===== src/logic/sffr_pkg.sv =====
// constants for the sensor fault flag register block
package sffr_pkg;
  localparam int unsigned APB_AW = 8;
  // printed offsets are not all multiples of four: index, byte = 4*index
  localparam logic [7:0] IDX_ERR = 8'h24;
  localparam logic [7:0] IDX_WARN = 8'h26;
  localparam logic [7:0] IDX_CTRL = 8'h40;
  localparam logic [7:0] IDX_MASK = 8'h41;
  localparam logic [7:0] IDX_CFG = 8'h42;
  localparam logic [7:0] IDX_LIMIT = 8'h43;
  localparam logic [3:0] ERR_ID = 4'ha;
  localparam logic [3:0] WARN_ID = 4'hb;
  localparam int unsigned ID_LSB = 12;
  // error bit positions
  localparam int unsigned E_RST = 0;
  localparam int unsigned E_MSL = 1;
  localparam int unsigned E_UVA = 2;
  localparam int unsigned E_UVD = 3;
  localparam int unsigned E_OSC = 4;
  localparam int unsigned E_NVM = 5;
  localparam int unsigned E_WAR = 11;
  // warning bit positions
  localparam int unsigned W_TOV = 0;
  localparam int unsigned W_MSH = 1;
  localparam int unsigned W_BSY = 2;
  localparam int unsigned W_TCW = 3;
  localparam int unsigned W_SAT = 4;
  localparam int unsigned W_ESE = 5;
  localparam int unsigned W_TR = 6;
  localparam int unsigned W_XEE = 7;
  localparam int unsigned W_SRW = 8;
  localparam int unsigned W_CRC = 10;
  localparam int unsigned W_IER = 11;
  localparam logic [11:0] WARN_USED = 12'hdff;
  // control register bits
  localparam int unsigned C_CLR_ERR = 0;
  localparam int unsigned C_CLR_WARN = 1;
  localparam int unsigned C_TURN_RST = 2;
  // config register bits
  localparam int unsigned G_CRC_EN = 0;
  localparam int unsigned G_WAR_MASK = 1;
  localparam logic [31:0] CFG_RST = 32'h0000_0001;
  // field limits in gauss, default about 200 and 1200
  localparam logic [11:0] FIELD_LO_DEF = 12'h0c8;
  localparam logic [11:0] FIELD_HI_DEF = 12'h4b0;
  localparam int unsigned LIM_HI_LSB = 16;
  // temperature in 1/8 degree relative to 25 C: -60 C and 180 C
  localparam logic signed [11:0] TEMP_MIN = -12'sd680;
  localparam logic signed [11:0] TEMP_MAX = 12'sd1240;
  // 135 degrees in 12-bit angle units
  localparam logic [11:0] STEP_MAX = 12'h600;
  // turns count limits, half-turn and eighth-turn resolution
  localparam logic signed [11:0] TURN_HALF_MAX = 12'sd511;
  localparam logic signed [11:0] TURN_HALF_MIN = -12'sd512;
  localparam logic signed [11:0] TURN_EIGHTH_MAX = 12'sd2047;
  localparam logic signed [11:0] TURN_EIGHTH_MIN = -12'sd2048;
endpackage


===== src/logic/sffr_flags.sv =====
// latched error and warning flags with apb register access
// Function
// - warning word reads identifier 1011 in bits 15 to 12
// - warning flags latch until host reads and clears them
// - error bit 5 on uncorrectable memory fault at post-reset load only
// - warning bit 5 on corrected memory fault at post-reset load only
// - error bit 4 when either oscillator watchdog trips
// - error bit 3 set repeatedly while supply undervoltage persists
// - error bit 2 set repeatedly while regulator undervoltage persists
// - error bit 1 when field below configurable low limit
// - error bit 0 on power-on or hard reset, not on self-test
// - warning bit 11 on bad bit count, bit 15 set, or line-code error
// - warning bit 10 on checksum error only when checking enabled
// - warning bit 8 while output slew limiting is applied
// - warning bit 7 when an extended-write command fails
// - warning bit 6 when temperature outside -60 to 180 C, clamp it
// - warning bit 4 when any signal-chain value saturated
// - warning bit 3 when successive zero-cross angles differ over 135 degrees
// - warning bit 2 when extended access starts before previous finished
// - warning bit 1 when field above configurable high limit
// - warning bit 0 when turns count exceeds +255/-256 rotations
// - turns overflow cleared only by turns-count reset command
// - error word reads identifier 1010 and errors latch until cleared
// - error bit 11 shows unmasked warnings unless summary masked
// - angle-word error indicator high on any unmasked error or warning
//
// Chosen here: the APB register port.
`timescale 1ns/1ps
module sffr_flags
  import sffr_pkg::*;
#(
  parameter int unsigned FIELD_W = 12
) (
  // apb slave
  input wire logic pclk,
  input wire logic presetn,
  input wire logic psel,
  input wire logic penable,
  input wire logic pwrite,
  input wire logic [9:0] paddr,
  input wire logic [31:0] pwdata,
  output logic [31:0] prdata,
  output logic pready,
  output logic pslverr,
  // memory load and clock/supply monitors
  input wire logic nvm_load_done,
  input wire logic nvm_uncorrectable_err,
  input wire logic nvm_corrected_warn,
  input wire logic hf_osc_trip,
  input wire logic lf_osc_trip,
  input wire logic supply_undervolt_err,
  input wire logic regulator_undervolt_err,
  // measurements
  input wire logic field_valid,
  input wire logic [FIELD_W-1:0] field_gauss,
  input wire logic temp_valid,
  input wire logic signed [11:0] temp_raw,
  input wire logic zero_cross_valid,
  input wire logic [11:0] zero_cross_angle,
  input wire logic turn_eighth_mode,
  input wire logic signed [11:0] turn_count,
  // serial and extended command events
  input wire logic pkt_bad_length,
  input wire logic pkt_bit15_set,
  input wire logic line_code_err,
  input wire logic pkt_crc_bad,
  input wire logic slew_limit_active,
  input wire logic ext_cmd_fail,
  input wire logic saturation_warn,
  input wire logic ext_access_start,
  input wire logic ext_access_busy,
  // outputs
  output logic error_summary_bit,
  output logic pkt_discard,
  output logic signed [11:0] temp_clamped
);
  import sffr_pkg::*;

  logic [11:0] err_q, err_d;
  logic [11:0] warn_q, warn_d;
  logic [11:0] mask_err_q, mask_err_d;
  logic [11:0] mask_warn_q, mask_warn_d;
  logic [31:0] cfg_q, cfg_d;
  logic [31:0] lim_q, lim_d;
  logic boot_q, boot_d;
  logic [11:0] zc_prev_q, zc_prev_d;
  logic zc_have_q, zc_have_d;
  logic [31:0] prdata_q, prdata_d;
  logic pready_q, pready_d;
  logic pslverr_q, pslverr_d;
  logic sum_q, sum_d;
  logic disc_q, disc_d;
  logic signed [11:0] temp_q, temp_d;

  logic [7:0] idx;
  logic wr, rd, hit;
  logic clr_err, clr_warn, turn_rst;
  logic [11:0] err_set, warn_set;
  logic [11:0] zc_diff;
  logic [FIELD_W-1:0] lim_lo, lim_hi;
  logic turn_ovf, temp_lo, temp_hi;

  assign idx = paddr[9:2];
  assign lim_lo = lim_q[FIELD_W-1:0];
  assign lim_hi = lim_q[LIM_HI_LSB +: FIELD_W];

  always_comb begin
    // access phase, answered after one wait state
    wr = psel && penable && pwrite && !pready_q;
    rd = psel && penable && !pwrite && !pready_q;
    hit = (idx == IDX_ERR) || (idx == IDX_WARN) || (idx == IDX_CTRL) ||
          (idx == IDX_MASK) || (idx == IDX_CFG) || (idx == IDX_LIMIT);
    clr_err = wr && (idx == IDX_CTRL) && pwdata[C_CLR_ERR];
    clr_warn = wr && (idx == IDX_CTRL) && pwdata[C_CLR_WARN];
    turn_rst = wr && (idx == IDX_CTRL) && pwdata[C_TURN_RST];
  end

  // fault causes seen this cycle
  always_comb begin
    zc_diff = zero_cross_angle - zc_prev_q;
    if (zc_diff[11]) begin
      zc_diff = 12'h000 - zc_diff;
    end
    if (turn_eighth_mode) begin
      turn_ovf = (turn_count == TURN_EIGHTH_MAX) || (turn_count == TURN_EIGHTH_MIN);
    end else begin
      turn_ovf = (turn_count > TURN_HALF_MAX) || (turn_count < TURN_HALF_MIN);
    end
    temp_lo = temp_raw < TEMP_MIN;
    temp_hi = temp_raw > TEMP_MAX;

    err_set = 12'h000;
    err_set[E_NVM] = boot_q && nvm_load_done && nvm_uncorrectable_err;
    err_set[E_OSC] = hf_osc_trip || lf_osc_trip;
    err_set[E_UVD] = supply_undervolt_err;
    err_set[E_UVA] = regulator_undervolt_err;
    err_set[E_MSL] = field_valid && (field_gauss < lim_lo);

    warn_set = 12'h000;
    warn_set[W_IER] = pkt_bad_length || pkt_bit15_set || line_code_err;
    warn_set[W_CRC] = cfg_q[G_CRC_EN] && pkt_crc_bad;
    warn_set[W_SRW] = slew_limit_active;
    warn_set[W_XEE] = ext_cmd_fail;
    warn_set[W_TR] = temp_valid && (temp_lo || temp_hi);
    warn_set[W_ESE] = boot_q && nvm_load_done && nvm_corrected_warn;
    warn_set[W_SAT] = saturation_warn;
    warn_set[W_TCW] = zero_cross_valid && zc_have_q && (zc_diff > STEP_MAX);
    warn_set[W_BSY] = ext_access_start && ext_access_busy;
    warn_set[W_MSH] = field_valid && (field_gauss > lim_hi);
    warn_set[W_TOV] = turn_ovf;
  end

  // warning word: clear first, then this cycle's causes, so set wins
  always_comb begin
    warn_d = warn_q;
    if (clr_warn) begin
      // turn overflow survives an ordinary clear
      warn_d = warn_q & (12'h001 << W_TOV);
    end
    if (turn_rst) begin
      warn_d[W_TOV] = 1'b0;
    end
    // reserved bit 9 never latches
    warn_d = (warn_d | warn_set) & WARN_USED;
  end

  // only a host clear or a turns reset lowers a warning
  always_ff @(posedge pclk or negedge presetn) begin
    if (!presetn) begin
      warn_q <= 12'h000;
    end else begin
      warn_q <= warn_d;
    end
  end

  // error word: same set-wins order as the warnings
  always_comb begin
    err_d = err_q;
    if (clr_err) begin
      err_d = 12'h000;
    end
    err_d = (err_d | err_set) & ~(12'h001 << E_WAR);
    // bit 11 follows the new warning word live, never latched
    err_d[E_WAR] = |(warn_d & ~mask_warn_q) && !cfg_q[G_WAR_MASK];
  end

  // reset flag marks re-initialised volatile state
  always_ff @(posedge pclk or negedge presetn) begin
    if (!presetn) begin
      err_q <= 12'h001 << E_RST;
    end else begin
      err_q <= err_d;
    end
  end

  // boot window closes at the first finished memory load
  always_comb begin
    boot_d = boot_q && !nvm_load_done;
  end

  always_ff @(posedge pclk or negedge presetn) begin
    if (!presetn) begin
      boot_q <= 1'b1;
    end else begin
      boot_q <= boot_d;
    end
  end

  // last zero-cross sample for the step check
  always_comb begin
    zc_have_d = zc_have_q || zero_cross_valid;
    zc_prev_d = zc_prev_q;
    if (zero_cross_valid) begin
      zc_prev_d = zero_cross_angle;
    end
  end

  // no step check until a first sample exists
  always_ff @(posedge pclk or negedge presetn) begin
    if (!presetn) begin
      zc_prev_q <= 12'h000;
      zc_have_q <= 1'b0;
    end else begin
      zc_prev_q <= zc_prev_d;
      zc_have_q <= zc_have_d;
    end
  end

  // host-written masks, configuration and field limits
  always_comb begin
    mask_err_d = mask_err_q;
    mask_warn_d = mask_warn_q;
    cfg_d = cfg_q;
    lim_d = lim_q;
    if (wr && (idx == IDX_MASK)) begin
      mask_err_d = pwdata[11:0];
      mask_warn_d = pwdata[27:16];
    end
    if (wr && (idx == IDX_CFG)) begin
      cfg_d = pwdata & 32'h0000_0003;
    end
    if (wr && (idx == IDX_LIMIT)) begin
      lim_d = pwdata;
    end
  end

  // masks reach only the summaries and error bit 11, never the latched flags
  always_ff @(posedge pclk or negedge presetn) begin
    if (!presetn) begin
      mask_err_q <= 12'h000;
      mask_warn_q <= 12'h000;
    end else begin
      mask_err_q <= mask_err_d;
      mask_warn_q <= mask_warn_d;
    end
  end

  always_ff @(posedge pclk or negedge presetn) begin
    if (!presetn) begin
      cfg_q <= CFG_RST;
    end else begin
      cfg_q <= cfg_d;
    end
  end

  // limits packed low in the low half, high in the upper half
  always_ff @(posedge pclk or negedge presetn) begin
    if (!presetn) begin
      lim_q <= {4'h0, FIELD_HI_DEF, 4'h0, FIELD_LO_DEF};
    end else begin
      lim_q <= lim_d;
    end
  end

  // summary, packet discard and clamped temperature
  always_comb begin
    logic err_any;
    logic warn_any;
    err_any = |(err_d & ~mask_err_q);
    warn_any = |(warn_d & ~mask_warn_q);
    sum_d = err_any || warn_any;
    disc_d = warn_set[W_IER] || warn_set[W_CRC];
    if (temp_lo) begin
      temp_d = TEMP_MIN;
    end else if (temp_hi) begin
      temp_d = TEMP_MAX;
    end else begin
      temp_d = temp_raw;
    end
  end

  // summary starts high: reset flag is pending
  always_ff @(posedge pclk or negedge presetn) begin
    if (!presetn) begin
      sum_q <= 1'b1;
    end else begin
      sum_q <= sum_d;
    end
  end

  // discard pulse trails the bad packet by one cycle
  always_ff @(posedge pclk or negedge presetn) begin
    if (!presetn) begin
      disc_q <= 1'b0;
    end else begin
      disc_q <= disc_d;
    end
  end

  // clamp applies whether or not the sample is flagged valid
  always_ff @(posedge pclk or negedge presetn) begin
    if (!presetn) begin
      temp_q <= 12'sd0;
    end else begin
      temp_q <= temp_d;
    end
  end

  // one wait state: answer on the edge after the first access edge
  always_comb begin
    logic [31:0] err_word;
    logic [31:0] warn_word;
    err_word = {16'h0000, ERR_ID, err_q};
    warn_word = {16'h0000, WARN_ID, warn_q};
    pready_d = psel && penable && !pready_q;
    pslverr_d = psel && penable && !pready_q && !hit;
    prdata_d = 32'h0000_0000;
    if (rd) begin
      if (idx == IDX_ERR) begin
        prdata_d = err_word;
      end else if (idx == IDX_WARN) begin
        prdata_d = warn_word;
      end else if (idx == IDX_MASK) begin
        prdata_d = {4'h0, mask_warn_q, 4'h0, mask_err_q};
      end else if (idx == IDX_CFG) begin
        prdata_d = cfg_q;
      end else if (idx == IDX_LIMIT) begin
        prdata_d = lim_q;
      end else begin
        prdata_d = 32'h0000_0000;
      end
    end
  end

  always_ff @(posedge pclk or negedge presetn) begin
    if (!presetn) begin
      prdata_q <= 32'h0000_0000;
    end else begin
      prdata_q <= prdata_d;
    end
  end

  // ready stands one cycle so back-to-back transfers stay single
  always_ff @(posedge pclk or negedge presetn) begin
    if (!presetn) begin
      pready_q <= 1'b0;
    end else begin
      pready_q <= pready_d;
    end
  end

  always_ff @(posedge pclk or negedge presetn) begin
    if (!presetn) begin
      pslverr_q <= 1'b0;
    end else begin
      pslverr_q <= pslverr_d;
    end
  end

  assign prdata = prdata_q;
  assign pready = pready_q;
  assign pslverr = pslverr_q;
  assign error_summary_bit = sum_q;
  assign pkt_discard = disc_q;
  assign temp_clamped = temp_q;
endmodule


===== config.mk =====
export PLATFORM = sky130hd
export DESIGN_NAME = sffr_flags
export DESIGN_NICKNAME = d
export VERILOG_FILES = /design/src/logic/sffr_pkg.sv /design/src/logic/sffr_flags.sv
export SDC_FILE = /design/constraint.sdc
export NUM_CORES = 1
export LEC_CHECK = 0
export BUFFER_PORTS_ARGS = -buffer_cell sky130_fd_sc_hd__buf_2
export CAP_MARGIN = 20
export CORE_MARGIN = 2
export CORE_UTILIZATION = 45
export DETAILED_ROUTE_END_ITERATION = 7
export PLACE_DENSITY = 0.72
export SYNTH_ARGS = -nofsm -noshare
export SYNTH_HDL_FRONTEND = slang
export SYNTH_SLANG_ARGS = --single-unit

===== constraint.sdc =====
create_clock -name pclk -period 3.7 [get_ports pclk]
set_input_delay 0 -clock pclk [delete_from_list [all_inputs] [get_ports pclk]]
set_output_delay 0 -clock pclk [all_outputs]
set_load 0.005 [all_outputs]

# Yosys cells after proc, flatten, opt, wreduce, memory -nomap -nowiden
# Cells that the tools add are included.
dict set report classes {
  add_sub_neg 2
  order_cmp 7
  n_eq_ne 8
  mux 13
  n_bitwise 6
  reduce_logical 47
}
# cell n
set ops {}
lappend ops {{$mux W32} 6}
lappend ops {{$mux W12} 4}
lappend ops {{$eq A8 B7 Y1 const B} 4}
lappend ops {{$logic_and A1 B1 Y1} 26}
lappend ops {{$and A12 B12 Y12} 2}
lappend ops {{$eq A12 B12 Y1 const B} 2}
lappend ops {{$not A12 Y12} 2}
lappend ops {{$reduce_or A12 Y1} 2}
lappend ops {{$eq A8 B6 Y1 const B} 2}
lappend ops {{$logic_or A1 B1 Y1} 14}
lappend ops {{$gt A12 B10 Y1 const B} 1}
lappend ops {{$gt A12 B11 Y1 const B} 1}
lappend ops {{$gt A12 B12 Y1} 1}
lappend ops {{$gt A12 B12 Y1 const B} 1}
lappend ops {{$lt A12 B10 Y1 const B} 1}
lappend ops {{$lt A12 B11 Y1 const B} 1}
lappend ops {{$lt A12 B12 Y1} 1}
lappend ops {{$or A12 B12 Y12} 1}
lappend ops {{$sub A1 B12 Y12 const A} 1}
lappend ops {{$sub A12 B12 Y12} 1}
lappend ops {{$mux W11} 1}
lappend ops {{$or A11 B6 Y11} 1}
lappend ops {{$logic_not A1 Y1} 5}
lappend ops {{$mux W1} 2}
dict set report word_totals {
  regBits 143
  out_inout_bits 48
  word_cells 98
}

# Depth between registers and ports, before layout
dict set report logic_depth {
  word_depth 14
  mapped_depth 14
}

# Least setup slack after synthesis
# No wires, ideal clock.
dict set report synth_timing {
  path_kind {register -> register}
  start {register zc_prev_q[0]}
  end {register sum_q (netlist: error_summary_bit)}
  setup_ns 0.067
  arrival_ns 2.784
  slack_ns 0.850
  path_stages_with_launch 13
  path_cell_list {dfrtp_1 -> ha_1 -> inv_1 -> fa_1 -> a21o_2 -> a221oi_4 -> xor2_2 -> nand4_2 -> and3_1 -> a32oi_1 -> a221oi_1 -> o41a_1 -> nand4b_1}
}
dict set report synth_between {
  elab_chain_cells 12
}
# element line
set synth_rtl {}
lappend synth_rtl {{start, declared} sffr_flags.sv:86} ;# logic [11:0] zc_prev_q, zc_prev_d;
lappend synth_rtl {{start signal, assigned} sffr_flags.sv:224} ;# zc_prev_q <= zc_prev_d;
lappend synth_rtl {{$sub A12 B12 Y12 *} sffr_flags.sv:120} ;# zc_diff = zero_cross_angle - zc_prev_q;
lappend synth_rtl {{$sub A1 B12 Y12} sffr_flags.sv:122} ;# zc_diff = 12'h000 - zc_diff;
lappend synth_rtl {{$mux W12 *} sffr_flags.sv:121} ;# if (zc_diff[11]) begin
lappend synth_rtl {{$gt A12 B11 Y1 *} sffr_flags.sv:147} ;# warn_set[W_TCW] = zero_cross_valid && zc_have_q && (zc_diff > STEP_MAX);
lappend synth_rtl {{$logic_and A1 B1 Y1 *} sffr_flags.sv:147}
lappend synth_rtl {{$or A12 B12 Y12 *} sffr_flags.sv:164} ;# warn_d = (warn_d | warn_set) & WARN_USED;
lappend synth_rtl {{$and A12 B12 Y12 *} {sffr_flags.sv:184, sffr_flags.sv:280}}
lappend synth_rtl {{$reduce_or A12 Y1 *} {sffr_flags.sv:184, sffr_flags.sv:280}}
lappend synth_rtl {{$logic_and A1 B1 Y1} sffr_flags.sv:184} ;# err_d[E_WAR] = |(warn_d & ~mask_warn_q) && !cfg_q[G_WAR_MASK];
lappend synth_rtl {{$and A12 B12 Y12} sffr_flags.sv:279} ;# err_any = |(err_d & ~mask_err_q);
lappend synth_rtl {{$reduce_or A12 Y1} sffr_flags.sv:279}
lappend synth_rtl {{$logic_or A1 B1 Y1 *} sffr_flags.sv:281} ;# sum_d = err_any || warn_any;
lappend synth_rtl {{named net sum_d} sffr_flags.sv:91} ;# logic sum_q, sum_d;
lappend synth_rtl {{end signal, assigned} sffr_flags.sv:297} ;# sum_q <= sum_d;
lappend synth_rtl {{end, declared} sffr_flags.sv:91}
# Mark *: on every way through the listed nets, which the timed path passes. The rest lies on a longest branch.
# A chain may end at the register's enable or synchronous reset.

# Final worst setup path
# Ends and elaborated chain as after synthesis.

==> summary.txt <==
Finish
  • Multi-input logic area: 3460 µm²
  • Fraction of final layout cells sized beyond drive strength 1: 0.277
  • Antenna diodes: 0
  • Area Growth Syn to Fin: 32.1%
  • Core Util, Final: 0.612
  • Final cell count without fillers: 1175
  • Nets: 1098
  • # fillers: about 1400
  • Register area: 3590 µm²

Floorplan
  • Die W: 132 µm
  • CORE AREA: 16000 µm²
  • Die Span Y: 132 µm
  • Die area: about 18000 µm²
  • Initial Utilization: 0.463
  • # IOs: 163
  • Row count: 46

Route
  • Final WL: roughly 19000 µm
  • Routed len/inst: 16.3 µm
  • DR pass1 iterations: 4
  • DR iter-0 viols: 263
  • # DRC: 0
  • DR vias: 6205
  • Vias per Instance: approximately 5.3
  • Antenna-violating nets left: 0

Worst setup path
  • Worst endpoint required time: ~4 ns
  • Crit path arrival time: 3.55 ns
  • Type of the worst setup path: reg2reg
  • Crit path max fanout: 6
  • Setup crit end kind: register
  • Startpoint Class: register

STA
  • Final period utilization: 0.862
  • Crit path time final: around 3.2 ns
  • RSZ-0062 raised after global routing: false
  • Setup Skew: 0.00672 ns
  • Slew @ Worst Pin: between 0.8 and 0.9 ns
  • Max Slew Vio Count: 0
  • Relative slew margins: 0.422
  • Hold Fails Final Rpt: 0
  • Setup ws final: 0.511 ns
  • Endpoints failing setup: 0
  • F_max: 314 MHz
  • Fin Setup TNS: 0 ns

Synthesis
  • Syn Nets: between 800 and 900
  • FFs w/ async S/R, synth: 1.00
  • Syn Std Cell Area: about 7400 µm²
  • Post-Syn Instances: 708
  • Seq/Total Area, Yosys: 0.484
  • Syn avg cell area: 10.5 µm²
  • Synth top area share: 0.445
  • Synth area leaders: dfrtp_1, mux2_2, ha_1, mux2i_1, dfstp_2
  • Seq cells post-synth: 143
  • Cell taking the most area after synthesis: dfrtp_1
  • Post-synth EDFFs: 0
  • Cell variety after synth: 78
  • Most used DFF post-synth: dfrtp_1
  • Yosys warning count: 0

Placement
  • HPWL Detailed: 13400 µm
  • Gp weighted congestion: 0.835
  • Post-place setup slack: around 0.54 ns
  • Cell count after placement: 1064
  • IO Port Bufs: 160

Clocking
  • Total CTS buffers: 17
  • CTS H-tree lvls: 4
  • Postcts setup bufs: 0
  • CTS max path bufs: 2
  • CTS tree: done
  • CTS Root Cell: clkbuf_16
  • CTS Sinks: 143
  • Post-cts resize count: 0
  • Clock transition at the registers of the reported paths: 0.06 ns
  • Insertion delay to the later sink of the worst-skew pair: around 0.42 ns

Global route
  • Met3 Use GR: 0.0531
  • Met1 Resource Use GR: 0.282
  • GR Util All Layers: 0.225
  • Largest net degree at the start of global routing: 81
  • Vias in the first global route: 6275
  • Initial antenna violation count: 0
  • M2 GR Usage: 0.391
  • First-pass GRT wire length: around 31000 µm
  • GRT busiest layer: met2
  • Congestion Overflow GR: 0

Power and ir drop
  • Leak: 4.89 nW
  • Pwr dens: 396 nW/µm²
  • Peak VDD IR: 0.000333 V
  • Total Power: 0.00388 W

Min path
  • HP Class: in2reg

Outcome
  • Outcome: complete, no violations

Run
  • Maxcap violations: 0
-- synth_stat cells, drive strengths merged, types with 6 or more instances --
cell,number
nand2,64
and2,15
a21o,23
ha,35
mux2,39
a221oi,6
o21ai,46
o22a,11
or3,10
nand4,7
inv,66
dfstp,11
a21oi,30
mux2i,32
nor2,41
dfrtp,132
clkbuf,20
nor3,7
nand3,10
nand2b,6
o21a,6
-- placed cells by master, fill, tap and decap left out, types with 6 or more instances in the layout --
cell	n
buf_2	159
ha_1	35
a21o_1	21
dlygate4sd3_1	80
mux2_2	39
o21ai_0	44
and2_1	14
clkbuf_16	17
a21oi_1	30
nand4_1	6
o21a_1	6
or3_1	6
dfstp_2	11
nor3_1	7
nand2b_1	6
mux2i_1	32
nand2_1	64
dfrtp_1	132
inv_1	66
nor2_1	40
nand3_1	10
o22a_1	11
-- worst max-delay path, stage by stage, from the launching register on --
cell	delay [ns]
dfrtp_1	0.34
ha_1	0.18
inv_1	0.06
fa_1	0.42
a21o_2	0.23
a221oi_4	0.30
xor2_2	0.30
nand4_2	0.22
and3_1	0.24
a32oi_1	0.16
a221oi_1	0.11
o41a_1	0.44
nand4b_1	0.11
-- report_power, final --
| group | internal [W] | switching [W] | total (W) |
|---|---|---|---|
| Combinational | 0.000271 | 0.000310 | 0.000581 |
| Clock | 0.00102 | 0.000656 | 0.00168 |
| Sequential | 0.00161 | 0.0000194 | 0.00163 |
| Total | 0.00290 | 0.000985 | 0.00388 |
-- flip-flops by register name (all words and copies together) (netlist names), 11 cells and up --
name          cells
lim_q            32
prdata           32
err_q            12
mask_err_q       12
mask_warn_q      12
temp_clamped     12
zc_prev_q        12
warn_q           11
-- path summary, 6_finish.rpt --
| kind | startpoint | end | slack [ns] | cells after the start |
|---|---|---|---|---|
| min reg2reg | zc_have_q$_DFF_PN0_ | zc_have_q$_DFF_PN0_ | 0.47 | 1 |
| max in group asynchronous | presetn | lim_q[23]$_DFFE_PN1P_ | 2.51 | 3 |
| max reg2reg | zc_prev_q[0]$_DFFE_PN0P_ | error_summary_bit$_DFF_PN1_ | 0.51 | 12 |
| max | zc_prev_q[0]$_DFFE_PN0P_ | error_summary_bit$_DFF_PN1_ | 0.51 | 12 |
| min in group asynchronous | presetn | prdata[3]$_DFF_PN0_ | 0.18 | 2 |
| min | zero_cross_valid | zc_prev_q[8]$_DFFE_PN0P_ | 0.02 | 3 |
-- kinds of logic after synthesis --
group	synth area share
and+or+nand+nor	0.130
AOI/OAI and AO/OA	0.163
DFF	0.484
buffers and inverters	0.0493
muxes	0.102
adders and majority gates	0.0618
xor gates and xnor gates	0.00911
-- what timing repair did --
item / CTS / global route
endpoints found under the hold margin: 178 / 0
hold buffers: 80 / 0
setup endpoints to repair: 0 / 0
-- stage by stage --
step                      hold WS (ns)  instance area (µm²)
after floorplan                 -0.296                 7410
after global placement          0.0882                 8420
after detailed placement        0.0959                 8420
after CTS                     0.000844                 9800
after global routing            0.0376                 9800
final                           0.0221                 9800
-- layer usage --
layer / share of wire / up-vias
li1: - / 2997
met3: 0.045 / 20
met5: 0 / -
met2: 0.49 / 161
met4: 0.013 / 0
met1: 0.45 / 3027
-- final cells by class --
type                       instances  area share
sequential                       143       0.367
timing repair buffer             245       0.168
clock inverter                    10      0.0118
clock buffer                      21      0.0470
tap                              216      0.0276
inverter                          66      0.0253
multi-input combinational        474       0.354
Power figures use the tool's default switching activity.
